$ cat config.mk
export PLATFORM = sky130hd
export DESIGN_NAME = dho_mode_ctl
export DESIGN_NICKNAME = d
export VERILOG_FILES = /design/src/dho_pkg.sv /design/src/dho_sync3.sv /design/src/dho_iir.sv /design/src/dho_mode_ctl.sv
export SDC_FILE = /design/constraint.sdc
export NUM_CORES = 1
export LEC_CHECK = 0
export ABC_AREA = 1
export ABC_CLOCK_PERIOD_IN_PS = 4600
export BUFFER_PORTS_ARGS = -buffer_cell sky130_fd_sc_hd__buf_2
export CAP_MARGIN = 20
export CORE_MARGIN = 3
export CORE_UTILIZATION = 35
export CTS_CLUSTER_DIAMETER = 150
export CTS_CLUSTER_SIZE = 14
export DETAILED_ROUTE_END_ITERATION = 16
export GPL_TIMING_DRIVEN = 0
export SLEW_MARGIN = 0
export SYNTH_ARGS = -nofsm -noshare
export SYNTH_HDL_FRONTEND = slang
export SYNTH_SLANG_ARGS = --single-unit
export TNS_END_PERCENT = 20
$ cat constraint.sdc
create_clock -name mclk -period 4.6 [get_ports mclk]
set_input_delay 1.38 -clock mclk [delete_from_list [all_inputs] [get_ports mclk]]
set_output_delay 1.38 -clock mclk [all_outputs]
set_load 0.005 [all_outputs]
$ cat src/dho_pkg.sv
// shared types and constants of the holdover mode sequencer
// assumes a single 250 MHz system clock and a 1 ms enable tick
package dho_pkg;

   localparam int unsigned MCLK_HZ     = 250_000_000;
   localparam int unsigned TICK_MS     = 1;
   localparam int unsigned TICK_CYC    = MCLK_HZ / 1000 * TICK_MS;
   localparam int unsigned LOCK_S      = 1;
   localparam int unsigned LOCK_TICKS  = LOCK_S * 1000 / TICK_MS;
   localparam int unsigned TMO_S       = 100;
   localparam int unsigned TMO_TICKS   = TMO_S * 1000 / TICK_MS;

   localparam int unsigned FREQ_W      = 19;
   localparam int unsigned CNT_W       = 17;
   localparam int unsigned DIV_W       = 18;
   localparam int unsigned PER_W       = 16;

   // iir shift: tau = 2**k ms; fast ~66 s (7 min period), slow ~1050 s (110 min period)
   localparam int unsigned IIR_FRAC    = 20;
   localparam logic [4:0]  IIR_K_FAST  = 5'h10;
   localparam logic [4:0]  IIR_K_SLOW  = 5'h14;

   localparam logic [2:0]  CODE_FREE   = 3'h1;
   localparam logic [2:0]  CODE_HOLD   = 3'h2;
   localparam logic [2:0]  CODE_LOCK   = 3'h4;
   localparam logic [2:0]  CODE_PRE2   = 3'h5;
   localparam logic [2:0]  CODE_PRE    = 3'h6;
   localparam logic [2:0]  CODE_LOST   = 3'h7;

   localparam logic [1:0]  MINI_INT    = 2'h0;
   localparam logic [1:0]  MINI_AVG    = 2'h1;
   localparam logic [1:0]  MINI_MAN    = 2'h2;
   localparam logic [1:0]  MINI_ZERO   = 2'h3;

   localparam logic [FREQ_W-1:0] FREQ_RST = 19'h00000;

   typedef enum logic [2:0] {
      ST_FREE, ST_PRE, ST_LOCK, ST_LOST, ST_HOLD, ST_PRE2
   } dho_state_t;

   typedef struct packed {
      logic              man_holdover;
      logic              auto_averaging;
      logic              fast_averaging;
      logic              read_average;
      logic [1:0]        mini_mode;
      logic [FREQ_W-1:0] hold_freq;
      logic [PER_W-1:0]  ref_period;
   } dho_cfg_t;

   typedef struct packed {
      logic ref_selected;
      logic ref_valid;
      logic new_source;
      logic standby_good;
      logic bucket_trig;
      logic revert_restore;
      logic phase_locked;
   } dho_sel_t;

   function automatic logic [2:0] dho_code(input dho_state_t s);
      unique case (s)
         ST_FREE: dho_code = CODE_FREE;
         ST_PRE:  dho_code = CODE_PRE;
         ST_LOCK: dho_code = CODE_LOCK;
         ST_LOST: dho_code = CODE_LOST;
         ST_HOLD: dho_code = CODE_HOLD;
         ST_PRE2: dho_code = CODE_PRE2;
         default: dho_code = CODE_FREE;
      endcase
   endfunction

endpackage

$ cat src/dho_sync3.sv
// three-stage pin synchroniser, output changes once stages two and three agree
// assumes d is asynchronous to mclk
`timescale 1ns/1ps
`default_nettype none
module dho_sync3 (
   // clock and reset
   input  wire logic mclk,
   input  wire logic rst_n,
   // pin and level
   input  wire logic d,
   output var  logic q
);
   logic s1_r;
   logic s2_r;
   logic s3_r;

   always_ff @(posedge mclk) begin
      if (!rst_n) begin
         s1_r <= 1'b0;
         s2_r <= 1'b0;
         s3_r <= 1'b0;
      end else begin
         s1_r <= d;
         s2_r <= s1_r;
         s3_r <= s2_r;
      end
   end

   always_ff @(posedge mclk) begin
      if (!rst_n) begin
         q <= 1'b0;
      end else if (s2_r == s3_r) begin
         q <= s3_r;
      end
   end
endmodule
`default_nettype wire

$ cat src/dho_iir.sv
// first-order iir averaging of the loop frequency word
// assumes en is a slow sample tick; shift picks the time constant
`timescale 1ns/1ps
`default_nettype none
module dho_iir
   import dho_pkg::*;
(
   // clock and reset
   input  wire logic                     mclk,
   input  wire logic                     rst_n,
   // sample in
   input  wire logic                     en,
   input  wire logic                     fast,
   input  wire logic signed [FREQ_W-1:0] x,
   // average out
   output var  logic signed [FREQ_W-1:0] y
);
   localparam int unsigned AW = FREQ_W + IIR_FRAC;

   logic signed [AW-1:0] acc_r;
   logic signed [AW:0]   diff;
   logic signed [AW:0]   step;

   always_comb begin
      diff = {x[FREQ_W-1], x, {IIR_FRAC{1'b0}}} - {acc_r[AW-1], acc_r};
      step = diff >>> (fast ? IIR_K_FAST : IIR_K_SLOW);
   end

   always_ff @(posedge mclk) begin
      if (!rst_n) begin
         acc_r <= '0;
      end else if (en) begin
         acc_r <= acc_r + step[AW-1:0];
      end
   end

   assign y = acc_r[AW-1:IIR_FRAC];
endmodule
`default_nettype wire

$ cat src/dho_mode_ctl.sv
// operating-mode sequencer of the main timing loop with holdover frequency choice
// assumes selection/qualification logic on mclk and a reference clock pin to watch
// How it works
// - phase loss while locked enters lost-phase
// - lost-phase keeps tracking, relock returns locked
// - bucket or 100 s timeout disqualifies, timeout alarms
// - after disqualify: standby gives pre-locked2, else holdover
// - invalid input without replacement while locked enters holdover
// - manual bit picks manual or automatic holdover
// - averaging bit picks averaged or instantaneous
// - averaged mode filters frequency, fast and slow
// - fast bit selects fast filter response
// - instantaneous holds integral value, no proportional
// - manual uses written 19-bit signed offset
// - current frequency status from integral path
// - read-average returns filtered value, any state
// - freeze frequency within two missing ref cycles
// - four mini-holdover frequency methods by field
// - mini-holdover ends on reselect, holdover, recovery
// - holdover to pre-locked2 on selection or revert
// - pre-locked2 100 s timeout returns holdover, reselect
// - locked only after one second continuous lock
// - state reported as 3-bit code
`timescale 1ns/1ps
`default_nettype none
module dho_mode_ctl
   import dho_pkg::*;
#(
   parameter logic [DIV_W-1:0] TICK_CYCLES = DIV_W'(TICK_CYC),
   parameter logic [CNT_W-1:0] LOCK_T      = CNT_W'(LOCK_TICKS),
   parameter logic [CNT_W-1:0] TMO_T       = CNT_W'(TMO_TICKS)
) (
   // clock and reset
   input  wire logic                     mclk,
   input  wire logic                     rst_n,
   // configuration and selection status
   input  wire dho_cfg_t                 cfg,
   input  wire dho_sel_t                 sel,
   input  wire logic                     alarm_clr,
   // reference clock pin
   input  wire logic                     ref_clk_pin,
   // loop integral path
   input  wire logic signed [FREQ_W-1:0] loop_integral,
   // loop control
   output var  logic signed [FREQ_W-1:0] freq_ctl,
   output var  logic                     loop_open,
   output var  logic                     prop_en,
   output var  logic                     mini_hold,
   // requests to selection
   output var  logic                     disqualify,
   output var  logic                     reselect,
   // status
   output var  logic [2:0]               main_loop_state_code,
   output var  logic signed [FREQ_W-1:0] loop_freq_status,
   output var  logic signed [FREQ_W-1:0] hold_freq_rd,
   output var  logic                     phase_alarm
);
   dho_state_t               state_r;
   dho_state_t               state_nxt;
   logic [DIV_W-1:0]         div_r;
   logic                     tick_r;
   logic [CNT_W-1:0]         lock_cnt_r;
   logic [CNT_W-1:0]         tim_r;
   logic                     lock_done;
   logic                     tmo;
   logic                     disq_nxt;
   logic                     resel_nxt;
   logic                     alarm_set;
   logic                     ref_lvl;
   logic                     ref_lvl_d_r;
   logic                     ref_edge;
   logic [PER_W:0]           gap_r;
   logic                     miss;
   logic signed [FREQ_W-1:0] avg;
   logic signed [FREQ_W-1:0] hold_inst_r;
   logic signed [FREQ_W-1:0] mini_cap_r;
   logic signed [FREQ_W-1:0] hold_val;
   logic signed [FREQ_W-1:0] mini_val;
   logic                     mini_end;

   // 1 ms enable
   always_ff @(posedge mclk) begin
      if (!rst_n) begin
         div_r  <= '0;
         tick_r <= 1'b0;
      end else begin
         tick_r <= (div_r == TICK_CYCLES - 1'b1);
         div_r  <= (div_r == TICK_CYCLES - 1'b1) ? '0 : div_r + 1'b1;
      end
   end

   // continuous lock qualification
   assign lock_done = tick_r && sel.phase_locked && sel.ref_selected
                      && (lock_cnt_r == LOCK_T - 1'b1);

   always_ff @(posedge mclk) begin
      if (!rst_n || state_nxt != state_r || !sel.phase_locked || !sel.ref_selected) begin
         lock_cnt_r <= '0;
      end else if (tick_r && lock_cnt_r != LOCK_T - 1'b1) begin
         lock_cnt_r <= lock_cnt_r + 1'b1;
      end
   end

   // time spent in the current state
   assign tmo = tick_r && (tim_r == TMO_T - 1'b1);

   always_ff @(posedge mclk) begin
      if (!rst_n || state_nxt != state_r) begin
         tim_r <= '0;
      end else if (tick_r && tim_r != TMO_T - 1'b1) begin
         tim_r <= tim_r + 1'b1;
      end
   end

   always_comb begin
      state_nxt = state_r;
      disq_nxt  = 1'b0;
      resel_nxt = 1'b0;
      alarm_set = 1'b0;
      unique case (state_r)
         ST_FREE: begin
            if (sel.ref_selected) begin
               state_nxt = ST_PRE;
            end
         end
         ST_PRE: begin
            if (lock_done) begin
               state_nxt = ST_LOCK;
            end else if (tmo) begin
               state_nxt = ST_FREE;
               resel_nxt = 1'b1;
            end
         end
         ST_LOCK: begin
            if (!sel.phase_locked) begin
               state_nxt = ST_LOST;
            end else if (!sel.ref_valid) begin
               state_nxt = sel.standby_good ? ST_PRE2 : ST_HOLD;
            end
         end
         ST_LOST: begin
            if (sel.bucket_trig || tmo) begin
               disq_nxt  = 1'b1;
               alarm_set = tmo && !sel.bucket_trig;
               state_nxt = sel.standby_good ? ST_PRE2 : ST_HOLD;
            end else if (lock_done) begin
               state_nxt = ST_LOCK;
            end
         end
         ST_HOLD: begin
            if ((sel.ref_selected && sel.ref_valid) || sel.revert_restore) begin
               state_nxt = ST_PRE2;
            end
         end
         ST_PRE2: begin
            if (lock_done) begin
               state_nxt = ST_LOCK;
            end else if (tmo) begin
               state_nxt = ST_HOLD;
               resel_nxt = 1'b1;
            end
         end
         default: state_nxt = ST_FREE;
      endcase
   end

   always_ff @(posedge mclk) begin
      if (!rst_n) begin
         state_r <= ST_FREE;
      end else begin
         state_r <= state_nxt;
      end
   end

   always_ff @(posedge mclk) begin
      if (!rst_n) begin
         disqualify <= 1'b0;
         reselect   <= 1'b0;
      end else begin
         disqualify <= disq_nxt;
         reselect   <= resel_nxt;
      end
   end

   // sticky alarm, set beats clear
   always_ff @(posedge mclk) begin
      if (!rst_n) begin
         phase_alarm <= 1'b0;
      end else if (alarm_set) begin
         phase_alarm <= 1'b1;
      end else if (alarm_clr) begin
         phase_alarm <= 1'b0;
      end
   end

   // missing reference clock watch
   dho_sync3 u_ref_sync (
      .mclk  (mclk),
      .rst_n (rst_n),
      .d     (ref_clk_pin),
      .q     (ref_lvl)
   );

   always_ff @(posedge mclk) begin
      if (!rst_n) begin
         ref_lvl_d_r <= 1'b0;
      end else begin
         ref_lvl_d_r <= ref_lvl;
      end
   end

   assign ref_edge = ref_lvl && !ref_lvl_d_r;

   always_ff @(posedge mclk) begin
      if (!rst_n || ref_edge) begin
         gap_r <= '0;
      end else if (!(&gap_r)) begin
         gap_r <= gap_r + 1'b1;
      end
   end

   // one and a half periods without an edge
   assign miss = gap_r > ({1'b0, cfg.ref_period} + {2'b00, cfg.ref_period[PER_W-1:1]});

   assign mini_end = sel.new_source || state_r == ST_HOLD || ref_edge;

   always_ff @(posedge mclk) begin
      if (!rst_n) begin
         mini_hold  <= 1'b0;
         mini_cap_r <= FREQ_RST;
      end else if (mini_hold) begin
         mini_hold <= !mini_end;
      end else if (miss && !mini_end && state_r != ST_FREE) begin
         mini_hold  <= 1'b1;
         mini_cap_r <= loop_integral;
      end
   end

   // instantaneous value captured at holdover entry
   always_ff @(posedge mclk) begin
      if (!rst_n) begin
         hold_inst_r <= FREQ_RST;
      end else if (state_nxt == ST_HOLD && state_r != ST_HOLD) begin
         hold_inst_r <= mini_hold ? mini_cap_r : loop_integral;
      end
   end

   dho_iir u_avg (
      .mclk  (mclk),
      .rst_n (rst_n),
      .en    (tick_r && !loop_open),
      .fast  (cfg.fast_averaging),
      .x     (loop_integral),
      .y     (avg)
   );

   always_comb begin
      if (cfg.man_holdover) begin
         hold_val = cfg.hold_freq;
      end else if (cfg.auto_averaging) begin
         hold_val = avg;
      end else begin
         hold_val = hold_inst_r;
      end
      unique case (cfg.mini_mode)
         MINI_INT:  mini_val = mini_cap_r;
         MINI_AVG:  mini_val = avg;
         MINI_MAN:  mini_val = cfg.hold_freq;
         MINI_ZERO: mini_val = FREQ_RST;
      endcase
   end

   // loop steering
   always_ff @(posedge mclk) begin
      if (!rst_n) begin
         freq_ctl  <= FREQ_RST;
         loop_open <= 1'b1;
         prop_en   <= 1'b0;
      end else if (state_r == ST_HOLD) begin
         freq_ctl  <= hold_val;
         loop_open <= 1'b1;
         prop_en   <= 1'b0;
      end else if (mini_hold) begin
         freq_ctl  <= mini_val;
         loop_open <= 1'b1;
         prop_en   <= 1'b0;
      end else begin
         freq_ctl  <= FREQ_RST;
         loop_open <= state_r == ST_FREE;
         prop_en   <= state_r != ST_FREE;
      end
   end

   // status
   always_ff @(posedge mclk) begin
      if (!rst_n) begin
         main_loop_state_code <= CODE_FREE;
         loop_freq_status     <= FREQ_RST;
         hold_freq_rd         <= FREQ_RST;
      end else begin
         main_loop_state_code <= dho_code(state_r);
         loop_freq_status     <= loop_integral;
         hold_freq_rd         <= cfg.read_average ? avg : cfg.hold_freq;
      end
   end
endmodule
`default_nettype wire

* Yosys cells after proc, flatten, opt, wreduce, memory -nomap -nowiden
Index checks and enable logic that the tools add are counted.
** Word-level totals
- Register bits after elaboration :: 221
- Output and inout bits :: 66
- Word-level logic and storage cells :: 121
** Cells by class
- Add/sub/neg operators :: 7
- Magnitude comparators :: 1
- Equal/unequal tests :: 17
- Shifts and indexed selects :: 1
- Mux-type cells :: 29
- Bitwise gates (word level) :: 3
- Reductions and logical operators :: 39
** Operator list (number)
- two-way mux 19 bit :: 6
- one-hot mux 19 bit (4 select lines) :: 1
- adder 17 x 1 -> 17 bit (second input constant) :: 3
- >>> shifter 40 x 5 -> 39 bit :: 1
- subtractor 39 x 39 -> 40 bit :: 1
- adder 39 bit :: 1
- two-way mux 3 bit :: 11
- adder 18 x 1 -> 18 bit (second input constant) :: 1
- == test 18 bit (second input constant) :: 1
- one-hot mux 3 bit (6 select lines) :: 1
- adder 16 x 15 -> 17 bit :: 1
- == test 17 x 10 -> 1 bit (second input constant) :: 1
- == test 17 bit (second input constant) :: 1
- greater-than comparator 17 bit :: 1
- != test 17 x 10 -> 1 bit (second input constant) :: 1
- != test 17 bit (second input constant) :: 1
- AND reduction 17 bit :: 1
- one-hot mux 3 bit (5 select lines) :: 1
- logical AND 1 bit :: 13
- == test 3 bit (second input constant) :: 3
- two-way mux 1 bit :: 9
- logical OR 1 bit :: 8
- logical NOT 1 bit :: 7
- == test 3 x 2 -> 1 bit (second input constant) :: 2
- 14 further kinds :: 20

* Logic depth before layout (Yosys ltp)
Gate-level depths: netlist of the first run.
- Depth in word-level cells :: 10
- Depth in mapped cells :: 31

* Hierarchy
Synthesis of the first run repeated with hierarchy kept, for this count alone.
** Second synthesis, totals
- Cell total of the unflattened synthesis :: 2371
- Area total of the unflattened synthesis :: 15534.9 um2
** By module, submodules not included
- dho_mode_ctl :: instances 1, cells each 1338, area each 9481.6 um2
- dho_iir :: instances 1, cells each 1020, area each 5936.9 um2
- dho_sync3 :: instances 1, cells each 13, area each 116.4 um2

* Least setup slack after synthesis of the first run
No wires, ideal clock.
- Path kind :: input -> register
- From :: in loop_integral[3]
- To :: reg u_avg.acc_r[20]
- Setup time :: 115 ps
- Data arrival time :: 4341 ps
- Required time :: 4485 ps
- Path slack :: 144 ps
- Cell stages on the path :: 18
- Buffers on the path :: 0
- Cells stage by stage :: ha_1 nand4_1 nor3_1 nand2_1 o21ai_0 a21oi_1 or2_2 nand3_1 nand2_1 ha_1 a21oi_1 nor2_1 nor2_1 a21boi_0 o21ai_0 xor2_1 o21ai_0 inv_1
** On the way
- Cells in the longest elaborated chain, start to end :: 3
** RTL lines
- from (decl) :: line dho_mode_ctl.sv:43 : input wire logic signed [FREQ_W-1:0] loop_integral,
- subtractor 39 x 39 -> 40 bit :: line dho_iir.sv:25 : diff = {x[FREQ_W-1], x, {IIR_FRAC{1'b0}}} - {acc_r[AW-1], acc_r};
- >>> shifter 40 x 5 -> 39 bit :: line dho_iir.sv:26 : step = diff >>> (fast ? IIR_K_FAST : IIR_K_SLOW);
- adder 39 bit :: line dho_iir.sv:33 : acc_r <= acc_r + step[AW-1:0];
- to (signal assigned) :: line dho_iir.sv:33
- to (decl) :: line dho_iir.sv:20 : logic signed [AW-1:0] acc_r;
No other way between the ends.
A chain may end at the register's enable or synchronous reset.

* Final worst setup path of the first run
- From :: in loop_integral[13]
- To :: reg u_avg.acc_r[21]
Same word-level chain as after synthesis.

==> results of run 1 <==
==> routing by layer <==
layer | part of all wire | global-route usage | up-vias
li1 | - | - | 8155
met3 | 0.056 | 0.0260 | 88
met4 | 0.030 | 0.0712 | 0
met5 | 0 | 0 | -
met1 | 0.45 | 0.299 | 7528
met2 | 0.46 | 0.381 | 448
==> flip-flops by register name, summed over array words and instances, names as in the netlist, 3 cells and up <==
register	count
state_r	3
gap_r	17
u_avg.acc_r	39
div_r	18
tim_r	17
hold_inst_r	19
lock_cnt_r	17
hold_freq_rd	19
mini_cap_r	19
main_loop_state_code	3
loop_freq_status	19
freq_ctl	19
==> what timing repair did <==
item,CTS,global route
hold buffers,0,0
buffers inserted,3,7
endpoints found under the setup margin,36,48
gates resized for setup,37,170
pin swaps,3,29
==> through the flow <==
step | setup TNS [ps] | instances | hold WS [ps]
3_5_place_dp | -34400 | 3132 | 418
4_1_cts | 0 | 3156 | 433
2_1_floorplan | 0 | 2422 | 390
3_3_place_gp | -34100 | 3132 | 403
6_report | 0 | 3165 | 432
5_1_grt | -58.0 | 3165 | 458
==> worst register-to-register path, delay by kind of cell (launching register included) <==
kind	cells	cell delay (ps)
AO/OA/AOI/OAI	1	130
XOR/XNOR	1	210
adder cells (fa/ha/maj)	2	710
buffers and inverters	2	380
flip-flops	1	480
multiplexers	1	240
AND/OR/NAND/NOR	19	1870
==> area by class of cell <==
cell class / count / area share
buffer: 63 / 0.0156
tap: 577 / 0.0399
sequential: 221 / 0.244
clock buffer: 21 / 0.0272
timing repair buffer: 143 / 0.0420
multi-input combinational: 1772 / 0.554
inverter: 365 / 0.0760
clock inverter: 1 / 0.000484
antenna: 2 / 0.000276
==> how the worst max path moves through the flow <==
stage | startpoint | to | slack, ps | depth (start not counted)
6_report | loop_integral[13] | u_avg.acc_r[21] | 90 | 19
5_1_grt | loop_integral[10] | u_avg.acc_r[38] | -40 | 26
4_1_cts | loop_integral[11] | u_avg.acc_r[27] | 0.1 | 20
3_5_place_dp | loop_integral[1] | u_avg.acc_r[28] | -1100 | 23
3_3_place_gp | loop_integral[1] | u_avg.acc_r[24] | -1160 | 23
2_1_floorplan | loop_integral[3] | u_avg.acc_r[20] | 140 | 18
==> where the power goes <==
group / leakage [nW] / switching (W) / internal, W
clock: 0.247 / 0.000752 / 0.000756
combinational: 6.43 / 0.000508 / 0.000276
sequential: 1.79 / 0.0000102 / 0.00194
total: 8.47 / 0.00127 / 0.00297
==> synth_stat cells, drive strengths merged, types with 2 or more instances <==
| master | n | area share |
|---|---|---|
| nand2 | 595 | 0.15 |
| inv | 363 | 0.089 |
| nor2 | 300 | 0.076 |
| a21oi | 228 | 0.076 |
| dfxtp | 221 | 0.29 |
| o21ai | 163 | 0.053 |
| nand3 | 108 | 0.036 |
| ha | 97 | 0.079 |
| xor2 | 53 | 0.030 |
| clkbuf | 50 | 0.012 |
| nor3 | 43 | 0.015 |
| nand4 | 41 | 0.017 |
| o221ai | 20 | 0.011 |
| xnor2 | 17 | 0.0097 |
| o21bai | 16 | 0.0079 |
| buf | 14 | 0.0059 |
| a21o | 13 | 0.0064 |
| nor4 | 12 | 0.0053 |
| or2 | 10 | 0.0041 |
| nand3b | 8 | 0.0039 |
| a31oi | 6 | 0.0029 |
| nor3b | 6 | 0.0029 |
| a21boi | 5 | 0.0025 |
| and3 | 5 | 0.0020 |
| and2 | 4 | 0.0016 |
| o211ai | 4 | 0.0020 |
| o21a | 4 | 0.0020 |
| mux2i | 3 | 0.0020 |
| a211oi | 2 | 0.00098 |
| clkinv | 2 | 0.00049 |
| fa | 2 | 0.0026 |
| or3 | 2 | 0.00082 |
==> cell usage in the layout, fill, tap and decap left out, drive strengths merged, types with 3 or more instances in the layout <==
cell	n
nand3b	8
a21boi	5
o21a	4
buf	154
xnor2	17
nor3b	6
o21ai	163
xor2	53
a21oi	228
o211ai	4
a31oi	6
dfxtp	221
nand2	595
o21bai	16
o221ai	20
nor3	43
or2	10
nor2	300
inv	364
nand3	108
clkbuf	73
mux2i	3
nand4	41
ha	97
nor4	12
and3	5
and2	4
a21o	13
==> cells by family (layout without fill, tap and decap cells) <==
kind of cell               Yosys count  in the layout
AOI/OAI and AO/OA                  465            465
xor gates and xnor gates            70             70
adders and majority gates           99             99
buffers and inverters              429            593
DFF                                221            221
muxes                                3              3
other                                0              2
and+or+nand+nor                   1135           1135
==> flow_summary.yaml, run 1 <==
drt:
  wl_um: 54100
  via_per_inst: 5.12
  vias: 16200
  wl_per_cell_um: 17.1
  first_iter_violations: 1213
  drtAntennaViolNets: 0
  post-route-drc-count: 0
  drt-pass1-iter-count: 5
global_route:
  grt_max_degree: 20
  grt_pass1_wl_um: 83600
  grt_usage: 0.225
  antenna_found_initial: 2
  grt_pass1_vias: 15300
  grt-ovfl-total: 0
synthesis:
  post_synth.cell_area_avg_um2: 6.31
  synth-main-ff-cell: "dfxtp_1"
  synth_top_family_by_area: "simple AND/OR/NAND/NOR gates"
  synth.cell_area_um2: 15300
  synth-simple-area-share: 0.311
  synthXorXnorAreaFrac: 0.0401
  async_flop_share: 0
  synth_cell_types: 50
  synth_nets: 2592
  synth-seq-cells: 221
  syn_inst: 2422
  yosys_warnings: 0
  synthAdderAreaFrac: 0.0820
  synth_edf_count: 0
  muxShareOfSynthArea: 0.00196
  ys_seq_area_frac: 0.289
  synth_compound_area_frac: 0.167
floorplan:
  die_w_um: 215
  ioPinCount: 137
  core_um2: 42500
  start_util: 0.360
  rows: 75
  fp.dieArea_um2: 46200
  dieHeight_um: 215
clock_network:
  clkTransAtPathRegs_ps: 90
  root_buffer: "clkbuf_16"
  clk_path_buf_depth: 3
  htreeDepth: 1
  tritoncts: "built"
  cts_sinks: 221
  clk_latency_ps: 540
  cts_buffers: 19
cells_and_area:
  multi_input_area_um2: 10000
  area_growth_pct: 18.4
  post-route-util: 0.426
  fin_area_um2: 18100
  seq_area_um2: 4420
  drive_above_1_share: 0.137
  layout.nets: 2755
  fillCellCount: 4558
critical_path:
  regToRegEndpoint: "u_avg.acc_r[38]"
  critical_path_class: "in2reg"
  required_ps: 5040
  reg2reg_setup_slack_ps: 450
  cp_slowest_cell: "ha_1"
  crit_chain: "clkbuf_4, ha_4, a21oi_2, a21boi_4, o21ai_1, a31oi_1, nand2_1, or2_2, nand3_1, o21ai_0, ha_1, a21o_1, a21oi_2, nand2_1, o21bai_1, or2_2, xor2_1, o21bai_1, inv_1"
  critPathArrivalTime_ps: 4950
  crit_buf_inv: 2
  start_kind: "input port"
  reg2regPathDepth: 26
  critPathMaxFanout: 5
  end_kind: "flop"
  r2r_start: "u_avg.acc_r[21]"
  slowest_delay_ps: 410
  crit_family: "compound AO/OA/AOI/OAI gates"
placement:
  place_area_um2: 16700
  hpwl_um: 43800
  place_congestion: 0.955
  port_buffers: 133
  dpl_worst_slack_ps: -1100
timing:
  tightest_slew_ps: 797
  setup-violations-final: 0
  fin_ws_ps: 89.6
  fin_crit_ps: 4510
  maxSlewHeadroom: 0.466
  final.setup_skew_ps: 25.0
  hold_viol: 0
  maxSlewViolCount: 0
  clock.fmax_ghz: 0.222
  period_share: 0.981
  rsz0062_at_grt: "yes"
power:
  powerDensity_nw_per_um2: 234
  fin_total_pwr_w: 0.00424
  vdd_ir_drop_max_v: 0.000185
  p_leak_nw: 8.47
min_path:
  whs_endpoint: "u_ref_sync.s2_r"
  hp-start: "u_ref_sync.s1_r"
  whs_path_depth: 2
  hold_class: "reg2reg"
outcome:
  status: "completed"
job:
  maxCapViolCount: 0
Note: power is estimated with default switching activity, not from simulation.
==> inputs of run 2 (changes only) <==
BUFFER_PORTS_ARGS = -buffer_cell sky130_fd_sc_hd__buf_4   (was -buffer_cell sky130_fd_sc_hd__buf_2)
==> run 2 against run 1 <==
  * Final area increased by 0.73%
  * Worst setup slack improved by 1.3 ps
  * Non-clock buffer count is the same
  * Clock power hardly changed
  * First-iteration DRC count grew 11%
  * Global-route usage is 0.17 points lower
  * Critical endpoint unchanged
  * Largest cell class unchanged
  * Highest routed layer unchanged
==> flow_summary.yaml, run 2 (synthesized netlist as in run 1, its figures left out) <==
critical_path:
  crit_buf_inv: 2
  r2r_start: "u_avg.acc_r[26]"
  regToRegEndpoint: "u_avg.acc_r[37]"
  reg2reg_setup_slack_ps: 440
  crit_chain: "buf_4, ha_2, a21o_1, a21boi_4, o21ai_0, a31oi_1, nand2_1, or2_2, nand3_1, o21ai_0, ha_1, a21o_1, a21oi_2, nand2_1, o21bai_1, or2_2, xor2_1, o21bai_1, inv_1"
  critPathMaxFanout: 5
  cp_slowest_cell: "ha_1"
  end_kind: "flop"
  start_kind: "input port"
  critPathArrivalTime_ps: 4950
  critical_path_class: "in2reg"
  slowest_delay_ps: 410
  crit_family: "compound AO/OA/AOI/OAI gates"
  required_ps: 5040
  reg2regPathDepth: 22
floorplan:
  dieHeight_um: 215
  fp.dieArea_um2: 46200
  start_util: 0.360
  die_w_um: 215
  core_um2: 42500
  ioPinCount: 137
  rows: 75
clock_network:
  postCtsHoldBufs: 0
  root_buffer: "clkbuf_16"
  clk_latency_ps: 530
  clk_path_buf_depth: 3
  cts_buffers: 19
  tritoncts: "built"
  clkTransAtPathRegs_ps: 80
  cts_sinks: 221
  htreeDepth: 1
timing:
  final.setup_skew_ps: 28.7
  setup-violations-final: 0
  period_share: 0.980
  tightest_slew_ps: 783
  fin_ws_ps: 90.9
  fin_crit_ps: 4510
  maxSlewViolCount: 0
  maxSlewHeadroom: 0.476
  hold_viol: 0
  clock.fmax_ghz: 0.222
  rsz0062_at_grt: "yes"
drt:
  via_per_inst: 5.12
  drt-pass1-iter-count: 6
  post-route-drc-count: 0
  first_iter_violations: 1345
  vias: 16200
  wl_um: 54400
  wl_per_cell_um: 17.2
  drtAntennaViolNets: 0
cells_and_area:
  layout_common_cells: "567 x nand2_1, 352 x inv_1, 260 x nor2_1"
  area_growth_pct: 19.2
  top_register: "u_avg.acc_r"
  layout.nets: 2755
  largest_reg_flops: 39
  post-route-util: 0.429
  stdcell_count: 3163
  final_common_cell: "nand2_1"
  drive_above_1_share: 0.134
min_path:
  hold_class: "reg2reg"
  whs_endpoint: "u_ref_sync.s2_r"
  whs_path_depth: 2
  hp-start: "u_ref_sync.s1_r"
global_route:
  grt_usage: 0.223
  antenna_found_initial: 1
  grt_max_degree: 15
  grt_pass1_vias: 15200
  grt-ovfl-total: 0
  grt_pass1_wl_um: 83000
power:
  vdd_ir_drop_max_v: 0.000206
  p_leak_nw: 8.49
  powerDensity_nw_per_um2: 232
placement:
  hpwl_um: 44000
  port_buffers: 133
  place_congestion: 0.960
  dpl_worst_slack_ps: -1120
  dp_cells: 3132
job:
  maxCapViolCount: 0
outcome:
  status: "completed"
run 2: worst max-delay path by stage:
stage / from / to / slack [ps] / depth (start not counted)
6_report: loop_integral[11] / u_avg.acc_r[21] / 90 / 19
5_1_grt: loop_integral[2] / u_avg.acc_r[36] / -70 / 23
4_1_cts: loop_integral[13] / u_avg.acc_r[27] / -7 / 20
3_5_place_dp: loop_integral[1] / u_avg.acc_r[24] / -1120 / 25
3_3_place_gp: loop_integral[2] / u_avg.acc_r[28] / -1180 / 23
2_1_floorplan: loop_integral[3] / u_avg.acc_r[20] / 140 / 18
run 2: routing by layer:
layer / track usage / share of wire / vias up
met5: 0 / 0 / -
met4: 0.0628 / 0.029 / 0
met3: 0.0284 / 0.057 / 75
met2: 0.388 / 0.47 / 455
met1: 0.291 / 0.44 / 7531
li1: - / - / 8129
run 2: power by group:
group          internal, W  leakage, nW  switching (W)
logic             0.000290         6.46       0.000497
clock network     0.000737        0.243       0.000753
registers          0.00194         1.79      0.0000110
total              0.00296         8.49        0.00126
run 2: worst register-to-register path, cell delays in order (launching register included):
cell        delay [ps]
dfxtp_1            370
inv_1              290
ha_2               410
a21oi_1            200
nand2_1            130
nand2_1             80
nand2_1             80
a21oi_2            140
nand4_1            140
nand2_2            180
clkinvlp_4         150
buf_12             170
ha_1               350
a21oi_1            290
o21ai_0            200
a21oi_1            150
o21ai_0            110
a21oi_1            170
nand3_1            100
nand2_1             60
nand3_1            110
nand2_1            110
inv_1               50
run 2: stage by stage:
stage	hold slack (ps)	instance area, µm²	total power (W)	setup TNS, ps
after floorplan	390	15300	0.00244	0
after global placement	402	17000	0.00269	-34150
after detailed placement	409	17000	0.00270	-34850
after CTS	430	17700	0.00420	-6.55
after global routing	451	18200	0.00442	-605
final	427	18200	0.00423	0
run 2: layout make-up:
type                       instances  area, µm²
fill                            4611      24300
multi-input combinational       1772       9850
sequential                       221       4420
inverter                         365       1380
timing repair buffer             142       1080
tap                              577        722
clock buffer                      19        475
buffer                            64        287
clock inverter                     2       13.8
antenna                            1       2.50
run 2: timing repair:
| action | 4_1_cts | 5_1_grt |
|---|---|---|
| gates resized for setup | 43 | 132 |
| setup buffers | 2 | 7 |
| pin swaps | 1 | 24 |
| setup endpoints to repair | 37 | 49 |
==> inputs of run 3 (changes only) <==
ABC_CLOCK_PERIOD_IN_PS = 5100   (was 4600)
SLEW_MARGIN = 10   (was 0)
clock period = 5.1 ns   (was 4.6 ns; I/O delays follow)
==> run 3 against run 2 <==
  * Clock skew grew 1.5 ps
  * Die area is the same
  * Core utilization shrank 1.2 points
  * Combinational power shrank 16%
==> flow_summary.yaml, run 3 (synthesized netlist as in run 1, its figures left out) <==
power:
  vdd_ir_drop_max_v: 0.000184
  p_leak_nw: 8.40
  powerDensity_nw_per_um2: 212
critical_path:
  regToRegEndpoint: "u_avg.acc_r[38]"
  critPathArrivalTime_ps: 5250
  r2r_start: "u_avg.acc_r[21]"
  reg2regPathDepth: 23
  reg2reg_setup_slack_ps: 700
  end_kind: "flop"
  critical_path_class: "in2reg"
  required_ps: 5520
  start_kind: "input port"
  critPathMaxFanout: 5
placement:
  place_congestion: 0.960
  place_area_um2: 17000
  dp_cells: 3132
  hpwl_um: 44000
  port_buffers: 133
global_route:
  grt_usage: 0.223
  antenna_found_initial: 1
  grt_util_met2: 0.387
  grt_pass1_wl_um: 82800
  grt_max_degree: 16
  met1_usage: 0.290
  grt_util_met3: 0.0284
  busiest_layer: "met2"
  grt_pass1_vias: 15200
  grt-ovfl-total: 0
timing:
  setup-violations-final: 0
  clock.fmax_ghz: 0.207
  rsz0062_at_grt: "yes"
  period_share: 0.947
  hold_slack_ps: 429
  hold_viol: 0
  final.setup_skew_ps: 30.3
  tightest_slew_ps: 762
  maxSlewHeadroom: 0.492
  maxSlewViolCount: 0
  fin_crit_ps: 4830
clock_network:
  cts_sinks: 221
  htreeDepth: 1
  cts_buffers: 19
  postCtsHoldBufs: 0
  clkTransAtPathRegs_ps: 70
  clk_latency_ps: 530
  tritoncts: "built"
  root_buffer: "clkbuf_16"
  clk_path_buf_depth: 3
floorplan:
  rows: 75
  die_w_um: 215
  dieHeight_um: 215
  core_um2: 42500
  ioPinCount: 137
  start_util: 0.360
  fp.dieArea_um2: 46200
cells_and_area:
  area_growth_pct: 15.9
  largest_reg_flops: 39
  drive_above_1_share: 0.0988
  stdcell_count: 3159
  fin_area_um2: 17700
  post-route-util: 0.417
  top_register: "u_avg.acc_r"
  final_common_cell: "nand2_1"
  layout.nets: 2751
  layout_common_cells: "587 x nand2_1, 353 x inv_1, 278 x nor2_1"
job:
  maxCapViolCount: 0
drt:
  vias: 16200
  first_iter_violations: 1187
  via_per_inst: 5.13
  wl_per_cell_um: 17.0
  drtAntennaViolNets: 0
  wl_um: 53800
  post-route-drc-count: 0
  drt-pass1-iter-count: 5
min_path:
  whs_path_depth: 2
  whs_endpoint: "u_ref_sync.s2_r"
  hold_class: "reg2reg"
  hp-start: "u_ref_sync.s1_r"
outcome:
  status: "completed"
run 3: cell types whose count changed in the layout (fill, tap and decap cells not counted), sizes merged:
cell      previous run  this run
buf                156       152
clkinvlp             1         2
inv                364       363
run 3: through the flow:
stage | total power [W] | TNS [ps] | worst slack [ps]
floorplan | 0.00220 | 0 | 494
global route | 0.00394 | -48.5 | -33.6
global placement | 0.00243 | -16020 | -826
detailed placement | 0.00243 | -16770 | -766
CTS | 0.00377 | 0 | 25.9
finish | 0.00376 | 0 | 272
run 3: routing by layer:
metal / up-vias / share of wire
met5: - / 0
met4: 0 / 0.030
met3: 74 / 0.057
met2: 481 / 0.47
met1: 7529 / 0.45
li1: 8137 / -
run 3: power breakdown:
group          total (W)  leakage, nW  internal [W]  switching (W)
Sequential       0.00176         1.79       0.00175     0.00000994
Clock            0.00134        0.243      0.000665       0.000678
Combinational   0.000663         6.37      0.000237       0.000426
Total            0.00376         8.40       0.00265        0.00111
run 3: what timing repair did:
item,in CTS,in global routing
setup buffers,0,5
gates resized for setup,4,53
setup endpoints to repair,8,40
pin swaps,0,4
run 3: cell type report:
cell class,count,area (µm²)
diodes,1,2.50
plain buffers,64,282
repair buffers,138,1050
clock inverters,2,13.8
inverters,365,1380
flip-flops and latches,221,4420
multi-input cells,1772,9370
clock buffers,19,475
well taps,577,722
fillers,4630,24800
run 3: worst max-delay path, cell delays in order:
cell,delay (ps)
buf_4,140
ha_2,380
nand2_1,140
nor2_1,180
nand2_1,90
nor2_2,180
nand2_1,80
nand2_1,170
a31oi_1,150
xor2_1,270
buf_4,160
mux2i_1,100
ha_1,390
nand2_1,130
nor2_2,210
nor3b_2,280
nand4_1,120
nand3_1,190
nand3_1,140
nand3_1,100
nand2_1,50
inv_1,50
nor2_1,40
run 3: worst max path at each step:
stage	startpoint	to	slack (ps)	cells after the start
after global routing	loop_integral[6]	u_avg.acc_r[38]	-30	25
after detailed placement	loop_integral[1]	u_avg.acc_r[24]	-770	25
after CTS	loop_integral[1]	u_avg.acc_r[29]	30	22
after global placement	loop_integral[2]	u_avg.acc_r[28]	-830	23
after floorplan	loop_integral[3]	u_avg.acc_r[20]	490	18
final	loop_integral[1]	u_avg.acc_r[38]	270	23
